[config.mk]
export PLATFORM = sky130hd
export DESIGN_NAME = async_timer8_compare_pwm
export DESIGN_NICKNAME = d
export VERILOG_FILES = /design/src/timer8_pkg.sv /design/src/async_timer8_compare_pwm.sv
export VERILOG_INCLUDE_DIRS = /design/src
export SDC_FILE = /design/constraint.sdc
export NUM_CORES = 1
export LEC_CHECK = 0
export ABC_AREA = 0
export BUFFER_PORTS_ARGS = -buffer_cell sky130_fd_sc_hd__buf_2
export CORE_MARGIN = 2
export CORE_UTILIZATION = 55
export CTS_CLUSTER_SIZE = 20
export DETAILED_ROUTE_END_ITERATION = 6
export PLACE_DENSITY = 0.73
export SYNTH_ARGS = -nofsm -noshare
export SYNTH_HDL_FRONTEND = slang
export SYNTH_SLANG_ARGS = --single-unit
export TNS_END_PERCENT = 50
[constraint.sdc]
create_clock -name clk -period 1.97 [get_ports clk]
set_clock_uncertainty 0.15 [all_clocks]
set_input_delay 0.0985 -clock clk [delete_from_list [all_inputs] [get_ports clk]]
set_output_delay 0.0985 -clock clk [all_outputs]
set_load 0.05 [all_outputs]
[src/timer8_defs.svh]
// Register map, field positions and constants of the 8-bit compare/PWM timer.
`ifndef TIMER8_DEFS_SVH
`define TIMER8_DEFS_SVH
`define ADDR_MASK 8'h70
`define ADDR_FLAGS 8'h71
`define ADDR_COUNT 8'h72
`define ADDR_COMPARE 8'h73
`define ADDR_ASYNC 8'h74
`define ADDR_GENERAL 8'h75
`define ADDR_CONTROL 8'hb0
`define BIT_CMP 1
`define BIT_OVF 0
`define BIT_FORCE 7
`define BIT_EXT 4
`define BIT_SEL 3
`define BIT_HOLD 7
`define BIT_PSR 1
`define IDX_CTL 0
`define IDX_CMP 1
`define IDX_CNT 2
`define BYTE_ZERO 8'h00
`define CNT_MAX 8'hff
`define CNT_BOTTOM 8'h00
`define WM_NORMAL 2'h0
`define WM_PCPWM 2'h1
`define WM_CTC 2'h2
`define WM_FAST 2'h3
`define COM_OFF 2'h0
`define COM_TOGGLE 2'h1
`define COM_CLEAR 2'h2
`define COM_SET 2'h3
`define COM_FLIP 2'h1
`define CS_STOP 3'h0
`define CS_DIRECT 3'h1
`define CS_DIV8 3'h2
`define CS_DIV32 3'h3
`define CS_DIV64 3'h4
`define CS_DIV128 3'h5
`define CS_DIV256 3'h6
`define PRE_ZERO 10'h000
`define PRE_ONE 10'h001
`define MASK_DIV8 10'h007
`define MASK_DIV32 10'h01f
`define MASK_DIV64 10'h03f
`define MASK_DIV128 10'h07f
`define MASK_DIV256 10'h0ff
`define MASK_DIV1024 10'h3ff
`define LOAD_EDGES 2'h2
`define EDGE_ONE 2'h1
`endif

[src/timer8_pkg.sv]
// Types shared by the timer and its users.
package timer8_pkg;
  typedef struct packed {
    logic [7:0] addr;
    logic [7:0] wdata;
    logic wr;
    logic rd;
  } reg_req_t;
  typedef struct packed {
    logic force_cmp;
    logic wave_lo;
    logic [1:0] com;
    logic wave_hi;
    logic [2:0] cs;
  } ctl_fields_t;
  typedef struct packed {
    logic out;
    logic oe;
    logic override;
  } cmp_pin_t;
endpackage

[src/async_timer8_compare_pwm.sv]
// 8-bit timer with one compare channel, PWM modes and async oscillator clocking.
//
// Added by the designer: the plain strobed port.
`timescale 1ns/1ps
`include "timer8_defs.svh"
module async_timer8_compare_pwm
  import timer8_pkg::*;
(
  input wire logic clk,
  input wire logic resetn,
  input wire reg_req_t reg_req,
  output logic [7:0] rdata,
  input wire logic global_irq_enable,
  input wire logic compare_vector_ack,
  input wire logic overflow_vector_ack,
  input wire logic osc_pin_in,
  input wire logic pin_dir,
  output cmp_pin_t compare_out_pin,
  output logic compare_irq_req,
  output logic overflow_irq_req,
  output logic osc_ext_buf_en,
  output logic osc_xtal_run
);
  function automatic logic tap_ok(input logic [2:0] cs, input logic [9:0] pre);
    logic [9:0] m;
    unique case (cs)
      `CS_STOP: m = `PRE_ZERO;
      `CS_DIRECT: m = `PRE_ZERO;
      `CS_DIV8: m = `MASK_DIV8;
      `CS_DIV32: m = `MASK_DIV32;
      `CS_DIV64: m = `MASK_DIV64;
      `CS_DIV128: m = `MASK_DIV128;
      `CS_DIV256: m = `MASK_DIV256;
      default: m = `MASK_DIV1024;
    endcase
    tap_ok = (cs != `CS_STOP) && ((pre & m) == m);
  endfunction

  function automatic logic apply_com(input logic cur, input logic [1:0] com);
    unique case (com)
      `COM_TOGGLE: apply_com = !cur;
      `COM_CLEAR: apply_com = 1'b0;
      `COM_SET: apply_com = 1'b1;
      default: apply_com = cur;
    endcase
  endfunction

  function automatic logic is_write(input reg_req_t r, input logic [7:0] a);
    is_write = r.wr && (r.addr == a);
  endfunction

  logic osc_s1_reg, osc_s2_reg, osc_s3_reg, osc_lvl_reg;
  logic osc_edge;
  ctl_fields_t ctl_real_reg;
  logic [7:0] temp_reg [3];
  logic [1:0] edges_reg [3];
  logic [2:0] busy_reg;
  logic [2:0] wr_idx, load;
  logic [7:0] load_val [3];
  logic [7:0] cmp_real_reg, cmp_act_reg, count_reg;
  logic up_reg, block_reg, wave_reg;
  logic [9:0] pre_reg;
  logic psr_reg, hold_reg, ext_reg, sel_reg;
  logic [1:0] irq_en_reg;
  logic cmp_flag_reg, ovf_flag_reg;
  logic cmp_irq_reg, ovf_irq_reg, ext_en_reg, xtal_reg, oe_reg, override_reg;
  logic [7:0] rdata_reg, rd_next;
  logic src_tick, tick, match, ovf_evt, top_evt, force_evt, special, pwm;
  logic [1:0] mode;
  ctl_fields_t new_ctl;

  // Synchronise oscillator pin.
  // three-stage pin filter
  always_ff @(posedge clk or negedge resetn) begin
    if (!resetn) begin
      osc_s1_reg <= 1'b0;
      osc_s2_reg <= 1'b0;
      osc_s3_reg <= 1'b0;
      osc_lvl_reg <= 1'b0;
    end else begin
      osc_s1_reg <= osc_pin_in;
      osc_s2_reg <= osc_s1_reg;
      osc_s3_reg <= osc_s2_reg;
      if (osc_s2_reg == osc_s3_reg) begin
        osc_lvl_reg <= osc_s3_reg;
      end
    end
  end
  assign osc_edge = (osc_s2_reg == osc_s3_reg) && osc_s3_reg && !osc_lvl_reg;

  assign src_tick = sel_reg ? osc_edge : 1'b1;

  assign wr_idx[`IDX_CTL] = is_write(reg_req, `ADDR_CONTROL);
  assign wr_idx[`IDX_CMP] = is_write(reg_req, `ADDR_COMPARE);
  assign wr_idx[`IDX_CNT] = is_write(reg_req, `ADDR_COUNT);

  always_comb begin
    for (int i = 0; i < 3; i++) begin
      load[i] = sel_reg ? (busy_reg[i] && osc_edge && edges_reg[i] == `EDGE_ONE) : wr_idx[i];
      load_val[i] = sel_reg ? temp_reg[i] : reg_req.wdata;
    end
  end

  // Holding registers and busy flags. A write in the final edge cycle restarts the wait.
  // busy set and cleared
  always_ff @(posedge clk or negedge resetn) begin
    if (!resetn) begin
      busy_reg <= 3'h0;
      for (int i = 0; i < 3; i++) begin
        temp_reg[i] <= `BYTE_ZERO;
        edges_reg[i] <= 2'h0;
      end
    end else begin
      for (int i = 0; i < 3; i++) begin
        if (wr_idx[i]) begin
          temp_reg[i] <= reg_req.wdata;
          busy_reg[i] <= sel_reg;
          edges_reg[i] <= 2'h0;
        end else if (busy_reg[i] && osc_edge) begin
          edges_reg[i] <= edges_reg[i] + `EDGE_ONE;
          if (edges_reg[i] == `LOAD_EDGES - `EDGE_ONE) begin
            busy_reg[i] <= 1'b0;
          end
        end
      end
    end
  end

  assign new_ctl = ctl_fields_t'(load_val[`IDX_CTL]);
  assign mode = {ctl_real_reg.wave_hi, ctl_real_reg.wave_lo};
  assign pwm = (mode == `WM_PCPWM) || (mode == `WM_FAST);
  assign force_evt = load[`IDX_CTL] && new_ctl.force_cmp && !new_ctl.wave_lo;

  always_ff @(posedge clk or negedge resetn) begin
    if (!resetn) begin
      ctl_real_reg <= ctl_fields_t'(`BYTE_ZERO);
      cmp_real_reg <= `BYTE_ZERO;
    end else begin
      if (load[`IDX_CTL]) begin
        ctl_real_reg <= new_ctl;
        ctl_real_reg.force_cmp <= 1'b0;
      end
      if (load[`IDX_CMP]) begin
        cmp_real_reg <= load_val[`IDX_CMP];
      end
    end
  end

  always_ff @(posedge clk or negedge resetn) begin
    if (!resetn) begin
      pre_reg <= `PRE_ZERO;
      psr_reg <= 1'b0;
    end else begin
      if (psr_reg && src_tick) begin
        pre_reg <= `PRE_ZERO;
      end else if (src_tick) begin
        pre_reg <= pre_reg + `PRE_ONE;
      end
      if (is_write(reg_req, `ADDR_GENERAL) && reg_req.wdata[`BIT_PSR]) begin
        psr_reg <= 1'b1;
      end else if (psr_reg && src_tick && !hold_reg) begin
        psr_reg <= 1'b0;
      end
    end
  end

  assign tick = src_tick && !psr_reg && tap_ok(ctl_real_reg.cs, pre_reg);
  assign match = tick && (count_reg == cmp_act_reg) && !block_reg;
  assign ovf_evt = tick && ((mode == `WM_PCPWM) ? (!up_reg && count_reg == `CNT_BOTTOM) : count_reg == `CNT_MAX);
  assign top_evt = tick && (count_reg == `CNT_MAX);
  assign special = pwm && (cmp_act_reg == `CNT_MAX) && ctl_real_reg.com[1];

  always_ff @(posedge clk or negedge resetn) begin
    if (!resetn) begin
      count_reg <= `CNT_BOTTOM;
      up_reg <= 1'b1;
      block_reg <= 1'b0;
      cmp_act_reg <= `BYTE_ZERO;
    end else begin
      if (load[`IDX_CNT]) begin
        count_reg <= load_val[`IDX_CNT];
      end else if (tick) begin
        unique case (mode)
          `WM_PCPWM: begin
            if (up_reg ? (count_reg == `CNT_MAX) : (count_reg != `CNT_BOTTOM)) begin
              count_reg <= count_reg - 8'h01;
              up_reg <= 1'b0;
            end else begin
              count_reg <= count_reg + 8'h01;
              up_reg <= 1'b1;
            end
          end
          // no clear on force
          // Only a real match clears in clear-on-match mode, so a forced strobe cannot.
          `WM_CTC: count_reg <= match ? `CNT_BOTTOM : count_reg + 8'h01;
          default: count_reg <= count_reg + 8'h01;
        endcase
      end
      if (load[`IDX_CNT]) begin
        block_reg <= 1'b1;
      end else if (tick) begin
        block_reg <= 1'b0;
      end
      if (!pwm || top_evt) begin
        cmp_act_reg <= cmp_real_reg;
      end
    end
  end

  // Waveform output. Reserved value 1 in PWM modes leaves the output alone.
  always_ff @(posedge clk or negedge resetn) begin
    if (!resetn) begin
      wave_reg <= 1'b0;
    end else if (force_evt) begin
      wave_reg <= apply_com(wave_reg, new_ctl.com);
    end else if (!pwm) begin
      if (match) begin
        wave_reg <= apply_com(wave_reg, ctl_real_reg.com);
      end
    end else if (ctl_real_reg.com[1]) begin
      if (mode == `WM_FAST) begin
        if (top_evt) begin
          wave_reg <= apply_com(wave_reg, ctl_real_reg.com ^ `COM_FLIP);
        end else if (match && !special) begin
          wave_reg <= apply_com(wave_reg, ctl_real_reg.com);
        end
      end else if (special) begin
        if (top_evt) begin
          wave_reg <= apply_com(wave_reg, ctl_real_reg.com ^ `COM_FLIP);
        end
      end else if (match) begin
        wave_reg <= apply_com(wave_reg, up_reg ? ctl_real_reg.com : ctl_real_reg.com ^ `COM_FLIP);
      end
    end
  end

  // Flags: hardware set wins over a same-cycle clear.
  always_ff @(posedge clk or negedge resetn) begin
    if (!resetn) begin
      cmp_flag_reg <= 1'b0;
      ovf_flag_reg <= 1'b0;
    end else begin
      if (match) begin
        cmp_flag_reg <= 1'b1;
      end else if (compare_vector_ack || (is_write(reg_req, `ADDR_FLAGS) && reg_req.wdata[`BIT_CMP])) begin
        cmp_flag_reg <= 1'b0;
      end
      if (ovf_evt) begin
        ovf_flag_reg <= 1'b1;
      end else if (overflow_vector_ack || (is_write(reg_req, `ADDR_FLAGS) && reg_req.wdata[`BIT_OVF])) begin
        ovf_flag_reg <= 1'b0;
      end
    end
  end

  // Control bits and registered outputs.
  always_ff @(posedge clk or negedge resetn) begin
    if (!resetn) begin
      irq_en_reg <= 2'h0;
      ext_reg <= 1'b0;
      sel_reg <= 1'b0;
      hold_reg <= 1'b0;
      cmp_irq_reg <= 1'b0;
      ovf_irq_reg <= 1'b0;
      ext_en_reg <= 1'b0;
      xtal_reg <= 1'b1;
      oe_reg <= 1'b0;
      override_reg <= 1'b0;
    end else begin
      if (is_write(reg_req, `ADDR_MASK)) begin
        irq_en_reg <= reg_req.wdata[1:0];
      end
      if (is_write(reg_req, `ADDR_ASYNC)) begin
        ext_reg <= reg_req.wdata[`BIT_EXT];
        sel_reg <= reg_req.wdata[`BIT_SEL];
      end
      if (is_write(reg_req, `ADDR_GENERAL)) begin
        hold_reg <= reg_req.wdata[`BIT_HOLD];
      end
      cmp_irq_reg <= cmp_flag_reg && irq_en_reg[`BIT_CMP] && global_irq_enable;
      ovf_irq_reg <= ovf_flag_reg && irq_en_reg[`BIT_OVF] && global_irq_enable;
      ext_en_reg <= ext_reg && sel_reg;
      xtal_reg <= !ext_reg;
      override_reg <= ctl_real_reg.com != `COM_OFF;
      oe_reg <= (ctl_real_reg.com != `COM_OFF) && pin_dir;
    end
  end

  always_comb begin
    rd_next = `BYTE_ZERO;
    unique case (reg_req.addr)
      `ADDR_MASK: rd_next[1:0] = irq_en_reg;
      `ADDR_FLAGS: begin
        rd_next[`BIT_CMP] = cmp_flag_reg;
        rd_next[`BIT_OVF] = ovf_flag_reg;
      end
      `ADDR_COUNT: rd_next = count_reg;
      `ADDR_COMPARE: rd_next = temp_reg[`IDX_CMP];
      `ADDR_CONTROL: begin
        rd_next = temp_reg[`IDX_CTL];
        rd_next[`BIT_FORCE] = 1'b0;
      end
      `ADDR_ASYNC: begin
        rd_next[2:0] = busy_reg;
        rd_next[`BIT_EXT] = ext_reg;
        rd_next[`BIT_SEL] = sel_reg;
      end
      `ADDR_GENERAL: begin
        rd_next[`BIT_HOLD] = hold_reg;
        rd_next[`BIT_PSR] = psr_reg;
      end
      default: rd_next = `BYTE_ZERO;
    endcase
  end

  always_ff @(posedge clk or negedge resetn) begin
    if (!resetn) begin
      rdata_reg <= `BYTE_ZERO;
    end else begin
      rdata_reg <= reg_req.rd ? rd_next : `BYTE_ZERO;
    end
  end

  assign rdata = rdata_reg;
  assign compare_irq_req = cmp_irq_reg;
  assign overflow_irq_req = ovf_irq_reg;
  assign osc_ext_buf_en = ext_en_reg;
  assign osc_xtal_run = xtal_reg;
  assign compare_out_pin = '{out: wave_reg, oe: oe_reg, override: override_reg};
endmodule

* Word-level counts from Yosys, hierarchy flattened
Index checks and enable logic that the tools add are counted.
Storage, ports and cells: register bits 103, output and inout bits 15, logic and storage cells 227
Operators by class: add/sub/neg operators 6, equality and inequality tests 41, mux-type cells 62, bitwise operators 3, reductions and logical operators 77
Operators with widths (count):
- $mux 8 | 8
- $pmux 10 s6 | 1
- $eq 8x7->1 const B | 6
- $logic_and 1x1->1 | 39
- $mux 1 | 35
- $eq 8x8->1 const B | 3
- $reduce_bool 2->1 | 12
- $eq 2x2->1 const B | 10
- $mux 10 | 2
- $eq 2x1->1 const B | 8
- $pmux 8 s2 | 1
- $pmux 1 s3 | 5
- $mux 2 | 6
- $pmux 3 s4 | 1
- $add 10x1->10 const B | 1
- $and 10x10->10 | 1
- $eq 10x10->1 | 1
- $logic_not 1->1 | 10
- $ne 5x4->1 const B | 2
- $eq 3x3->1 const B | 3
- $add 8x1->8 const B | 1
- $eq 8x8->1 | 1
- $logic_not 8->1 | 1
- $reduce_bool 8->1 | 1
- 20 further kinds | 30

* Depth between registers and ports, before layout
Gate-level depths: netlist of the first run.
depth after elaboration 16, depth in mapped cells 9, gate-level depth less buffers 8

* Least setup slack after synthesis of the first run
No wires, ideal clock.
kind reg2reg, start register osc_s2_reg, end register cmp_act_reg[0], arrival time 1881 ps, slack -186 ps, cell stages (with the launch flop) 9, buffers on the path 1, cells stage by stage dfrtp_1 -> ha_1 -> nand2b_4 -> a21oi_4 -> o311ai_2 -> or2_1 -> buf_6 -> o22ai_4 -> mux2_2
On the way: word-level cells in the longest chain between the ends 8
RTL lines:
- start, declared | line async_timer8_compare_pwm.sv:52 | logic osc_s1_reg, osc_s2_reg, osc_s3_reg, osc_lvl_reg;
- start signal, assigned | line async_timer8_compare_pwm.sv:82 | osc_s2_reg <= osc_s1_reg;
- $eq 1x1->1 | line async_timer8_compare_pwm.sv:89 | assign osc_edge = (osc_s2_reg == osc_s3_reg) && osc_s3_reg && !osc_lvl_reg;
- $logic_and 1x1->1 (2 in a row) | line async_timer8_compare_pwm.sv:89
- $mux 1 | line async_timer8_compare_pwm.sv:91 | assign src_tick = sel_reg ? osc_edge : 1'b1;
- $logic_and 1x1->1 (2 in a row) | line async_timer8_compare_pwm.sv:167 | assign tick = src_tick && !psr_reg && tap_ok(ctl_real_reg.cs, pre_reg);
- $logic_and 1x1->1 | line async_timer8_compare_pwm.sv:170 | assign top_evt = tick && (count_reg == `CNT_MAX);
- $logic_or 1x1->1 | line async_timer8_compare_pwm.sv:204 | if (!pwm || top_evt) begin
- end signal, assigned | line async_timer8_compare_pwm.sv:178 | cmp_act_reg <= `BYTE_ZERO;
- end signal, assigned | line async_timer8_compare_pwm.sv:205 | cmp_act_reg <= cmp_real_reg;
- end, declared | line async_timer8_compare_pwm.sv:60 | logic [7:0] cmp_real_reg, cmp_act_reg, count_reg;
No other way between the ends. A chain may end at the register's enable or synchronous reset.

* Final worst setup path of the first run
start register count_reg[0], end register count_reg[7]
On the way: word-level cells in the longest chain between the ends 7, elaborated cells between the ends (all ways) 13, those cells by class 2 x add/sub; 2 x eq/ne; 6 x mux; 3 x reduce/logical
RTL lines:
- start, declared | line async_timer8_compare_pwm.sv:60
- start signal, assigned | line async_timer8_compare_pwm.sv:175 | count_reg <= `CNT_BOTTOM;
- start signal, assigned | line async_timer8_compare_pwm.sv:181 | count_reg <= load_val[`IDX_CNT];
- start signal, assigned | line async_timer8_compare_pwm.sv:186 | count_reg <= count_reg - 8'h01;
- branches (longest 4 deep; another with $add 8x1->8)
- $pmux 8 s2 (*) | line async_timer8_compare_pwm.sv:183 | unique case (mode)
- $mux 8 (*) | line async_timer8_compare_pwm.sv:182 | end else if (tick) begin
- $mux 8 (*) | line async_timer8_compare_pwm.sv:180 | if (load[`IDX_CNT]) begin
Every way passes the cells marked *. The select of a mux whose other input is x is not followed.

==> results of run 1 <==
how the worst min path moves through the flow:
| stage | to | slack [ps] | cells after the start |
|---|---|---|---|
| final | edges_reg[2] | 20 | 2 |
| after global routing | edges_reg[2] | 50 | 2 |
| after CTS | edges_reg[2] | 30 | 2 |
| after detailed placement | edges_reg[2] | -80 | 1 |
| after global placement | edges_reg[2] | -80 | 1 |
| after floorplan | block_reg | -350 | 0 |
cell usage after synthesis, types with 2 or more instances:
| master | count |
|---|---|
| buf_4 | 6 |
| a211oi_1 | 3 |
| and2_1 | 4 |
| clkbuf_1 | 17 |
| dfstp_2 | 2 |
| xor2_1 | 18 |
| nor4_1 | 3 |
| nor2b_1 | 8 |
| nor3_1 | 8 |
| buf_2 | 8 |
| nand4_1 | 5 |
| o32ai_1 | 2 |
| mux2_2 | 42 |
| a31oi_1 | 15 |
| dfrtp_1 | 101 |
| a21oi_1 | 41 |
| o21ai_1 | 2 |
| o221ai_1 | 2 |
| o21ai_0 | 23 |
| o22ai_1 | 5 |
| nand2_1 | 59 |
| nand3b_1 | 4 |
| inv_1 | 23 |
| a22oi_1 | 6 |
| o21a_1 | 3 |
| and4b_1 | 2 |
| buf_6 | 2 |
| nor2_1 | 48 |
| a222oi_1 | 5 |
| ha_1 | 13 |
| a22o_1 | 2 |
| nor2_4 | 2 |
| and3_1 | 7 |
| or2_2 | 2 |
| nand3_1 | 19 |
| a21bo_2 | 2 |
| xnor2_1 | 6 |
| or3_1 | 2 |
| o211ai_1 | 3 |
| a21boi_0 | 2 |
| nand2b_1 | 4 |
| o31ai_1 | 4 |
what timing repair did:
item,CTS,global route
hold endpoints to repair,155,0
setup endpoints to repair,25,31
resized for setup,28,47
setup buffers,11,7
hold buffers,19,0
pin swaps,19,19
per-stage QoR:
stage / util, % / instances / hold WS, ps
6_report: 75.0 / 844 / 24.7
4_1_cts: 72.3 / 837 / 26.9
3_5_place_dp: 65.8 / 791 / -77.4
3_3_place_gp: 65.8 / 791 / -78.6
5_1_grt: 75.0 / 844 / 46.6
2_1_floorplan: - / 566 / -347
final cells by class:
class	instances	share of cell area, %
Clock inverter	7	1.41
Timing Repair Buffer	163	16.9
Inverter	23	1.17
Tap cell	133	2.26
Multi-Input combinational cell	406	41.5
Sequential cell	103	35.1
Clock buffer	9	1.68
power by group:
group / leakage [nW] / internal (W) / switching [W] / total [W]
Sequential: 1.31 / 0.00239 / 0.000281 / 0.00267
Clock: 0.108 / 0.000732 / 0.000784 / 0.00152
Combinational: 1.94 / 0.00122 / 0.00137 / 0.00259
Total: 3.35 / 0.00434 / 0.00243 / 0.00677
worst register-to-register path: cells and delay by family, from the launching register on:
family                    cells  cell delay (ps)
AOI/OAI and AO/OA             4              880
DFF                           1              460
buffers and inverters         2              310
xor gates and xnor gates      1              190
and+or+nand+nor               1               90
layer usage:
metal | vias up | wire length (um) | part of all wire [%] | track usage, %
met5 | - | 0 | 0 | 0
li1 | 2297 | - | - | -
met4 | 0 | 368 | 2.3 | 7.24
met1 | 2518 | 6680 | 41 | 39.9
met3 | 42 | 1120 | 6.9 | 6.80
met2 | 239 | 7950 | 49 | 48.5
cells by family after synthesis:
kind of cell,Yosys count,share of synthesized area (%)
compound gates,137,16.6
xor+xnor,24,3.77
fa+ha+maj,13,2.91
buf+inv,57,4.68
flops,103,46.2
mux,43,8.65
simple gates,189,17.1
==> results.ini, run 1 <==
[floorplan]
start_util_pct=56.8
die_area_sq_um=11000
row_count=36
top_level_ports=40
die_h_um=105
core_area_sq_um=9820
dieWidth_um=105

[clock_tree]
clk_pin_slew_ps=110
htreeDepth=3
root_buffer=clkbuf_8
cts_sinks=103
cts_buffers=9
cts.path.max_buffers=2
tritoncts=done
clk-insertion-delay-late_ps=400

[layout]
final_nets=744
fillers=699
diodes=0
fin_area_sq_um=7370
layout_commonest_cell=dfrtp_1
drive_gt1_share_pct=37.3
multi_input_area_sq_um=3060
final_cell_mix=dfrtp_1 (99), buf_4 (95), nand2_1 (57), nor2_1 (43), a21oi_1 (40)
ff_latch_area_sq_um=2580
largest_reg_flops=24
area_delta_synth_final_pct=32.0

[grt]
antenna_found_initial=0
grt_pass1_vias=4893
grt.total_usage_pct=29.6
grt_max_degree=42
grt-ovfl-total=0
grt_first_pass_wirelength_um=25400

[timing]
fmax_mhz=464
min_period_ps=2160
slew_headroom_pct=65.9
finalHoldViolations=0
fin_ws_ps=-186
slew_violations=0
tightest_slew_ps=507
fin_setup_tns_ps=-2020
rsz0062_at_grt=true
fin_crit_sh_pct=109
setup_violations=18

[setup_path]
crit_buf_inv=2
timing.rr.end=count_reg[7]
r2r-start=count_reg[0]
endpoint=count_reg[7]
criticalPathCategory=flip-flop to flip-flop
reg2regPathDepth=8
rrSetupSlack_ps=-190
path_max_fanout=6
crit_family=compound AO/OA/AOI/OAI gates
cp.depth=8
cp-start-kind=flip-flop
critPathRequiredTime_ps=2140
arrival_ps=2320
end_kind=flip-flop
slowest_delay_ps=460
crit_start=count_reg[0]
path_cells=buf_6, xor2_1, nor3_2, buf_4, a41oi_4, a21oi_2, o31a_1, a31oi_1
cp_slowest_cell=dfrtp_1

[synthesis]
yosys_warnings=0
synth_cells=566
async_reset_ff_share_pct=100
synth_edf_count=0
ys_types=73
ys.flop_type=dfrtp_1
synth_area_leaders=dfrtp_1 (45%), mux2_2 (8.5%), nand2_1 (4.0%), a21oi_1 (3.7%), nor2_1 (3.2%)
synth_top_area_share_pct=45.3
syn_area_sq_um=5580
syn_avg_cell_area_sq_um=9.86
synth_nets=604
yosys.area.top_type=dfrtp_1
ys_seq_elements=103
synth_seq_area_share_pct=46.2

[hold_path]
worstHoldPathType=input pin to asynchronous set/reset pin

[detailed_routing]
dr_total_vias=5096
wl_um=16100
first_pass_iters=6
drc=0
routedWlPerCell_um=19.1
ant_nets=0
via_per_inst=6.04
drt_iter0_drc=501

[run]
maxCapViolations=0

[placement]
hpwl_um=11400
place_ws_ps=-222
placed_area_sq_um=6460
portBuffers=39
gp_congestion=0.964

[status]
violations=negative setup slack
outcome=finished, violations left

[power]
peakVddDrop_v=0.000601
power.total_w=0.00677
p_leak_nw=3.35
powerDensity_nw_per_um2=920

Power figures use the tool's default switching activity.
==> run 2, diff against run 1 <==
--- a/config.mk
+++ b/config.mk
@@ -13,6 +13,7 @@
 export CTS_CLUSTER_SIZE = 20
 export DETAILED_ROUTE_END_ITERATION = 6
 export PLACE_DENSITY = 0.73
+export SETUP_SLACK_MARGIN = 0.3
 export SYNTH_ARGS = -nofsm -noshare
 export SYNTH_HDL_FRONTEND = slang
 export SYNTH_SLANG_ARGS = --single-unit
==> results.ini, run 2 (synthesis gave the netlist of run 1 again) <==
[timing]
setup_violations=17
min_period_ps=2160
rsz0062_at_grt=true
slew_violations=0
fin_ws_ps=-194
slew_headroom_pct=63.2
fin_crit_sh_pct=110
fin_setup_tns_ps=-1790
tightest_slew_ps=551
fmax_mhz=462
finalHoldViolations=0

[power]
p_leak_nw=3.47
pwr-share-seq_pct=39.7
cell_internal_pwr_w=0.00428
peakVddDrop_v=0.000692
clkPwrFrac_pct=18.7
power.switching_w=0.00258
powerDensity_nw_per_um2=874
comb_power_share_pct=41.7
power.total_w=0.00686
swShare_pct=37.6

[setup_path]
cp-start-kind=flip-flop
timing.rr.end=wave_reg
crit_start=ctl_real_reg[6]
reg2regPathDepth=7
critPathRequiredTime_ps=2150
endpoint=wave_reg
criticalPathCategory=flip-flop to flip-flop
cp_slowest_cell=dfrtp_2
path_cells=ha_2, nor2_2, nor4_4, mux2_4, o22ai_2, o2111ai_2, a31oi_1
r2r-start=ctl_real_reg[6]
arrival_ps=2340
rrSetupSlack_ps=-190
slowest_delay_ps=440
path_max_fanout=4
end_kind=flip-flop

[placement]
gp_congestion=0.974
place_ws_ps=-213
portBuffers=39
placed_area_sq_um=6530
dp_cells=790
hpwl_um=11100

[detailed_routing]
drt_iter0_drc=433
dr_total_vias=5296
highest-signal-layer=met4
first_pass_iters=5
wl_met3_um=1430
via_per_inst=6.20
wl_met1_um=6970
routedWlPerCell_um=20.5
wl_met2_um=8460
ant_nets=0
drc=0
wl_um=17500

[clock_tree]
clk_pin_slew_ps=110
cts.path.max_buffers=2
clk-insertion-delay-late_ps=400
tritoncts=done
cts_buffers=9
cts_sinks=103
root_buffer=clkbuf_8
htreeDepth=3

[grt]
grt_first_pass_wirelength_um=26900
grt_max_degree=104
antenna_found_initial=0
grt-ovfl-total=0
grt.total_usage_pct=31.6
grt_pass1_vias=5102

[layout]
layout_commonest_cell=dfrtp_1
diodes=0
final_cell_mix=dfrtp_1 (95), buf_4 (86), nand2_1 (51), buf_2 (38), nor2_1 (34)
area_delta_synth_final_pct=40.5
fin_cells=854
drive_gt1_share_pct=44.5
largest_reg_flops=24
fin_area_sq_um=7840
final_nets=754

[status]
outcome=finished, violations left
violations=negative setup slack

[floorplan]
die_h_um=105
dieWidth_um=105
core_area_sq_um=9820
start_util_pct=56.8
row_count=36
die_area_sq_um=11000
top_level_ports=40

[run]
maxCapViolations=0

[hold_path]
worstHoldPathType=input pin to flip-flop

run 2: how the worst min path moves through the flow:
stage / from / to / slack [ps] / depth (start not counted)
2_1_floorplan: resetn / block_reg / -350 / 0
3_3_place_gp: resetn / edges_reg[0] / 50 / 2
3_5_place_dp: resetn / edges_reg[0] / 50 / 2
4_1_cts: reg_req[13] / rdata[1] / 30 / 5
5_1_grt: reg_req[1] / hold_reg / 60 / 4
6_report: reg_req[16] / rdata[1] / 50 / 5
run 2: layout make-up:
cell class | count | area [sq um]
Clock buffer | 11 | 141
Clock inverter | 5 | 41.3
Fill cell | 615 | 1980
Inverter | 23 | 86.3
Multi-Input combinational cell | 407 | 3390
Sequential cell | 103 | 2590
Tap cell | 133 | 166
Timing Repair Buffer | 172 | 1430
run 2: critical path: cells and delay by family, from the launching register on:
family | cells | cell delay, ps
muxes | 1 | 340
and+or+nand+nor | 2 | 470
adders and majority gates | 1 | 220
DFF | 1 | 440
AOI/OAI and AO/OA | 3 | 470
run 2: per-stage QoR:
| step | util, % | hold WS, ps |
|---|---|---|
| after floorplan | - | -347 |
| after global placement | 66.5 | 52.7 |
| after detailed placement | 66.5 | 54.8 |
| after CTS | 75.4 | 25.7 |
| after global routing | 79.9 | 55.8 |
| final | 79.9 | 51.3 |
run 2: power groups by stage:
stage	clock [W]	sequential (W)	combinational, W
global placement	0	0.00269	0.00203
detailed placement	0	0.00271	0.00207
CTS	0.00129	0.00267	0.00240
global route	0.00137	0.00276	0.00304
floorplan	0	0.00261	0.00137
finish	0.00128	0.00272	0.00286
run 2: layer usage:
metal | track usage, % | vias up
met5 | 0 | -
met4 | 11.5 | 0
met3 | 6.43 | 65
met2 | 51.8 | 299
met1 | 41.5 | 2613
li1 | - | 2319
run 2: timing repair:
item	in CTS	in global routing
gates resized for setup	78	79
cloned	3	0
setup endpoints to repair	51	51
hold endpoints to repair	156	0
setup buffers	15	10
pin swaps	28	43
hold buffers	20	0
==> run 3, diff against run 2 <==
--- a/config.mk
+++ b/config.mk
@@ -8,9 +8,10 @@
 export LEC_CHECK = 0
 export ABC_AREA = 0
 export BUFFER_PORTS_ARGS = -buffer_cell sky130_fd_sc_hd__buf_2
+export CORE_ASPECT_RATIO = 0.7
 export CORE_MARGIN = 2
 export CORE_UTILIZATION = 55
-export CTS_CLUSTER_SIZE = 20
+export CTS_CLUSTER_SIZE = 24
 export DETAILED_ROUTE_END_ITERATION = 6
 export PLACE_DENSITY = 0.73
 export SETUP_SLACK_MARGIN = 0.3
==> results.ini, run 3 (synthesis gave the netlist of run 1 again) <==
[setup_path]
end_kind=flip-flop
path_max_fanout=7
critPathRequiredTime_ps=2080
criticalPathCategory=flip-flop to flip-flop
cp-start-kind=flip-flop
arrival_ps=2290

[floorplan]
die_h_um=88.3
core_area_sq_um=9800
start_util_pct=57.0
row_count=30
die_area_sq_um=11000
dieWidth_um=124
top_level_ports=40

[detailed_routing]
drt_iter0_drc=608
routedWlPerCell_um=21.6
wl_um=18000
dr_total_vias=5221
ant_nets=0
first_pass_iters=7
drc=24
via_per_inst=6.27

[grt]
grt_max_degree=61
grt.total_usage_pct=32.9
antenna_found_initial=0
grt_first_pass_wirelength_um=27800
grt-ovfl-total=0
grt_pass1_vias=5231

[layout]
largest_reg_flops=24
final_util_pct=78.4
final_cell_mix=dfrtp_1 (97), buf_4 (82), nand2_1 (56), buf_2 (38), mux2_2 (32)
fillers=565
fin_cells=833
area_delta_synth_final_pct=37.6
diodes=0
fin_area_sq_um=7680
drive_gt1_share_pct=42.6
multi_input_area_sq_um=3310
ff_latch_area_sq_um=2580
final_nets=738
layout_commonest_cell=dfrtp_1

[timing]
finalHoldViolations=0
tightest_slew_ps=650
slew_headroom_pct=56.3
fmax_mhz=459
fin_ws_ps=-208
fin_crit_sh_pct=111
rsz0062_at_grt=true
setup_violations=25
slew_violations=0
hold_ws_ps=3.86
min_period_ps=2180

[clock_tree]
tritoncts=done
cts_sinks=103
clk_pin_slew_ps=80
htreeDepth=3
clk-insertion-delay-late_ps=360
root_buffer=clkbuf_16
cts.path.max_buffers=2
cts_buffers=9

[placement]
placed_area_sq_um=6480
gp_congestion=1.00
dp_cells=780
hpwl_um=11700
portBuffers=39

[status]
violations=design-rule violations, negative setup slack
outcome=finished, violations left

[power]
p_leak_nw=3.41
peakVddDrop_v=0.000463
powerDensity_nw_per_um2=932

[run]
maxCapViolations=0

[hold_path]
worstHoldPathType=input pin to asynchronous set/reset pin

-- run 3: changes by cell type in the layout (fill, tap and decap cells not counted), moves of 3 or more --
cell       change
a21oi_1        +4
buf_4          -4
buf_6         -10
clkbuf_16     +10
clkbuf_8       -9
ha_1           +3
nand2_1        +5
nand2_4        -3
nor2_1         -6
nor2_4         +4
xor2_1         +3
xor2_2         -3
-- run 3: critical path, stage by stage (launching register included) --
cell and delay [ps]:
dfrtp_2 460, buf_6 140, nor4_4 370, a31oi_4 170
nor2_4 240, mux2i_1 240, o22ai_1 110, o221ai_1 190
-- run 3: path summary, 6_finish.rpt --
path	cells after the start	from	slack [ps]	to
max reg2reg	7	count_reg[3]	-210	count_reg[5]
max in group asynchronous	3	resetn	1020	sel_reg
min	2	resetn	4	compare_irq_req
min in group clk	4	reg_req[11]	110	rdata[1]
min reg2reg	0	osc_s1_reg	200	osc_s2_reg
max	7	count_reg[3]	-210	count_reg[5]
-- run 3: timing repair --
action                     4_1_cts  5_1_grt
setup buffers                   12        4
hold endpoints to repair       150        0
hold buffers                    18        0
setup endpoints to repair       48       55
resized for setup               57       79
gates cloned                     2        1
pin swaps                       22       29
-- run 3: through the flow --
| step | TNS [ps] | power [W] | worst slack (ps) |
|---|---|---|---|
| floorplan | -1320 | 0.00398 | -166 |
| global placement | -2050 | 0.00472 | -127 |
| detailed placement | -3550 | 0.00480 | -243 |
| CTS | -1460 | 0.00689 | -180 |
| global route | -3200 | 0.00746 | -284 |
| finish | -2070 | 0.00715 | -208 |
-- run 3: final cells by class --
class / count / share of cell area [%]
Timing Repair Buffer: 155 / 16.1
Inverter: 23 / 1.12
Clock inverter: 6 / 0.831
Multi-Input combinational cell: 408 / 43.1
Sequential cell: 103 / 33.7
Tap cell: 128 / 2.09
Clock buffer: 10 / 3.11
-- run 3: power by group --
part	leakage [nW]	internal [W]	switching (W)
logic	1.96	0.00125	0.00139
clock network	0.146	0.000928	0.000895
registers	1.30	0.00239	0.000294
-- run 3: layer usage --
| layer | wire (um) | global-route usage [%] |
|---|---|---|
| met5 | 0 | 0 |
| met4 | 593 | 11.2 |
| met3 | 1720 | 9.25 |
| met2 | 8260 | 53.0 |
| met1 | 7420 | 43.9 |
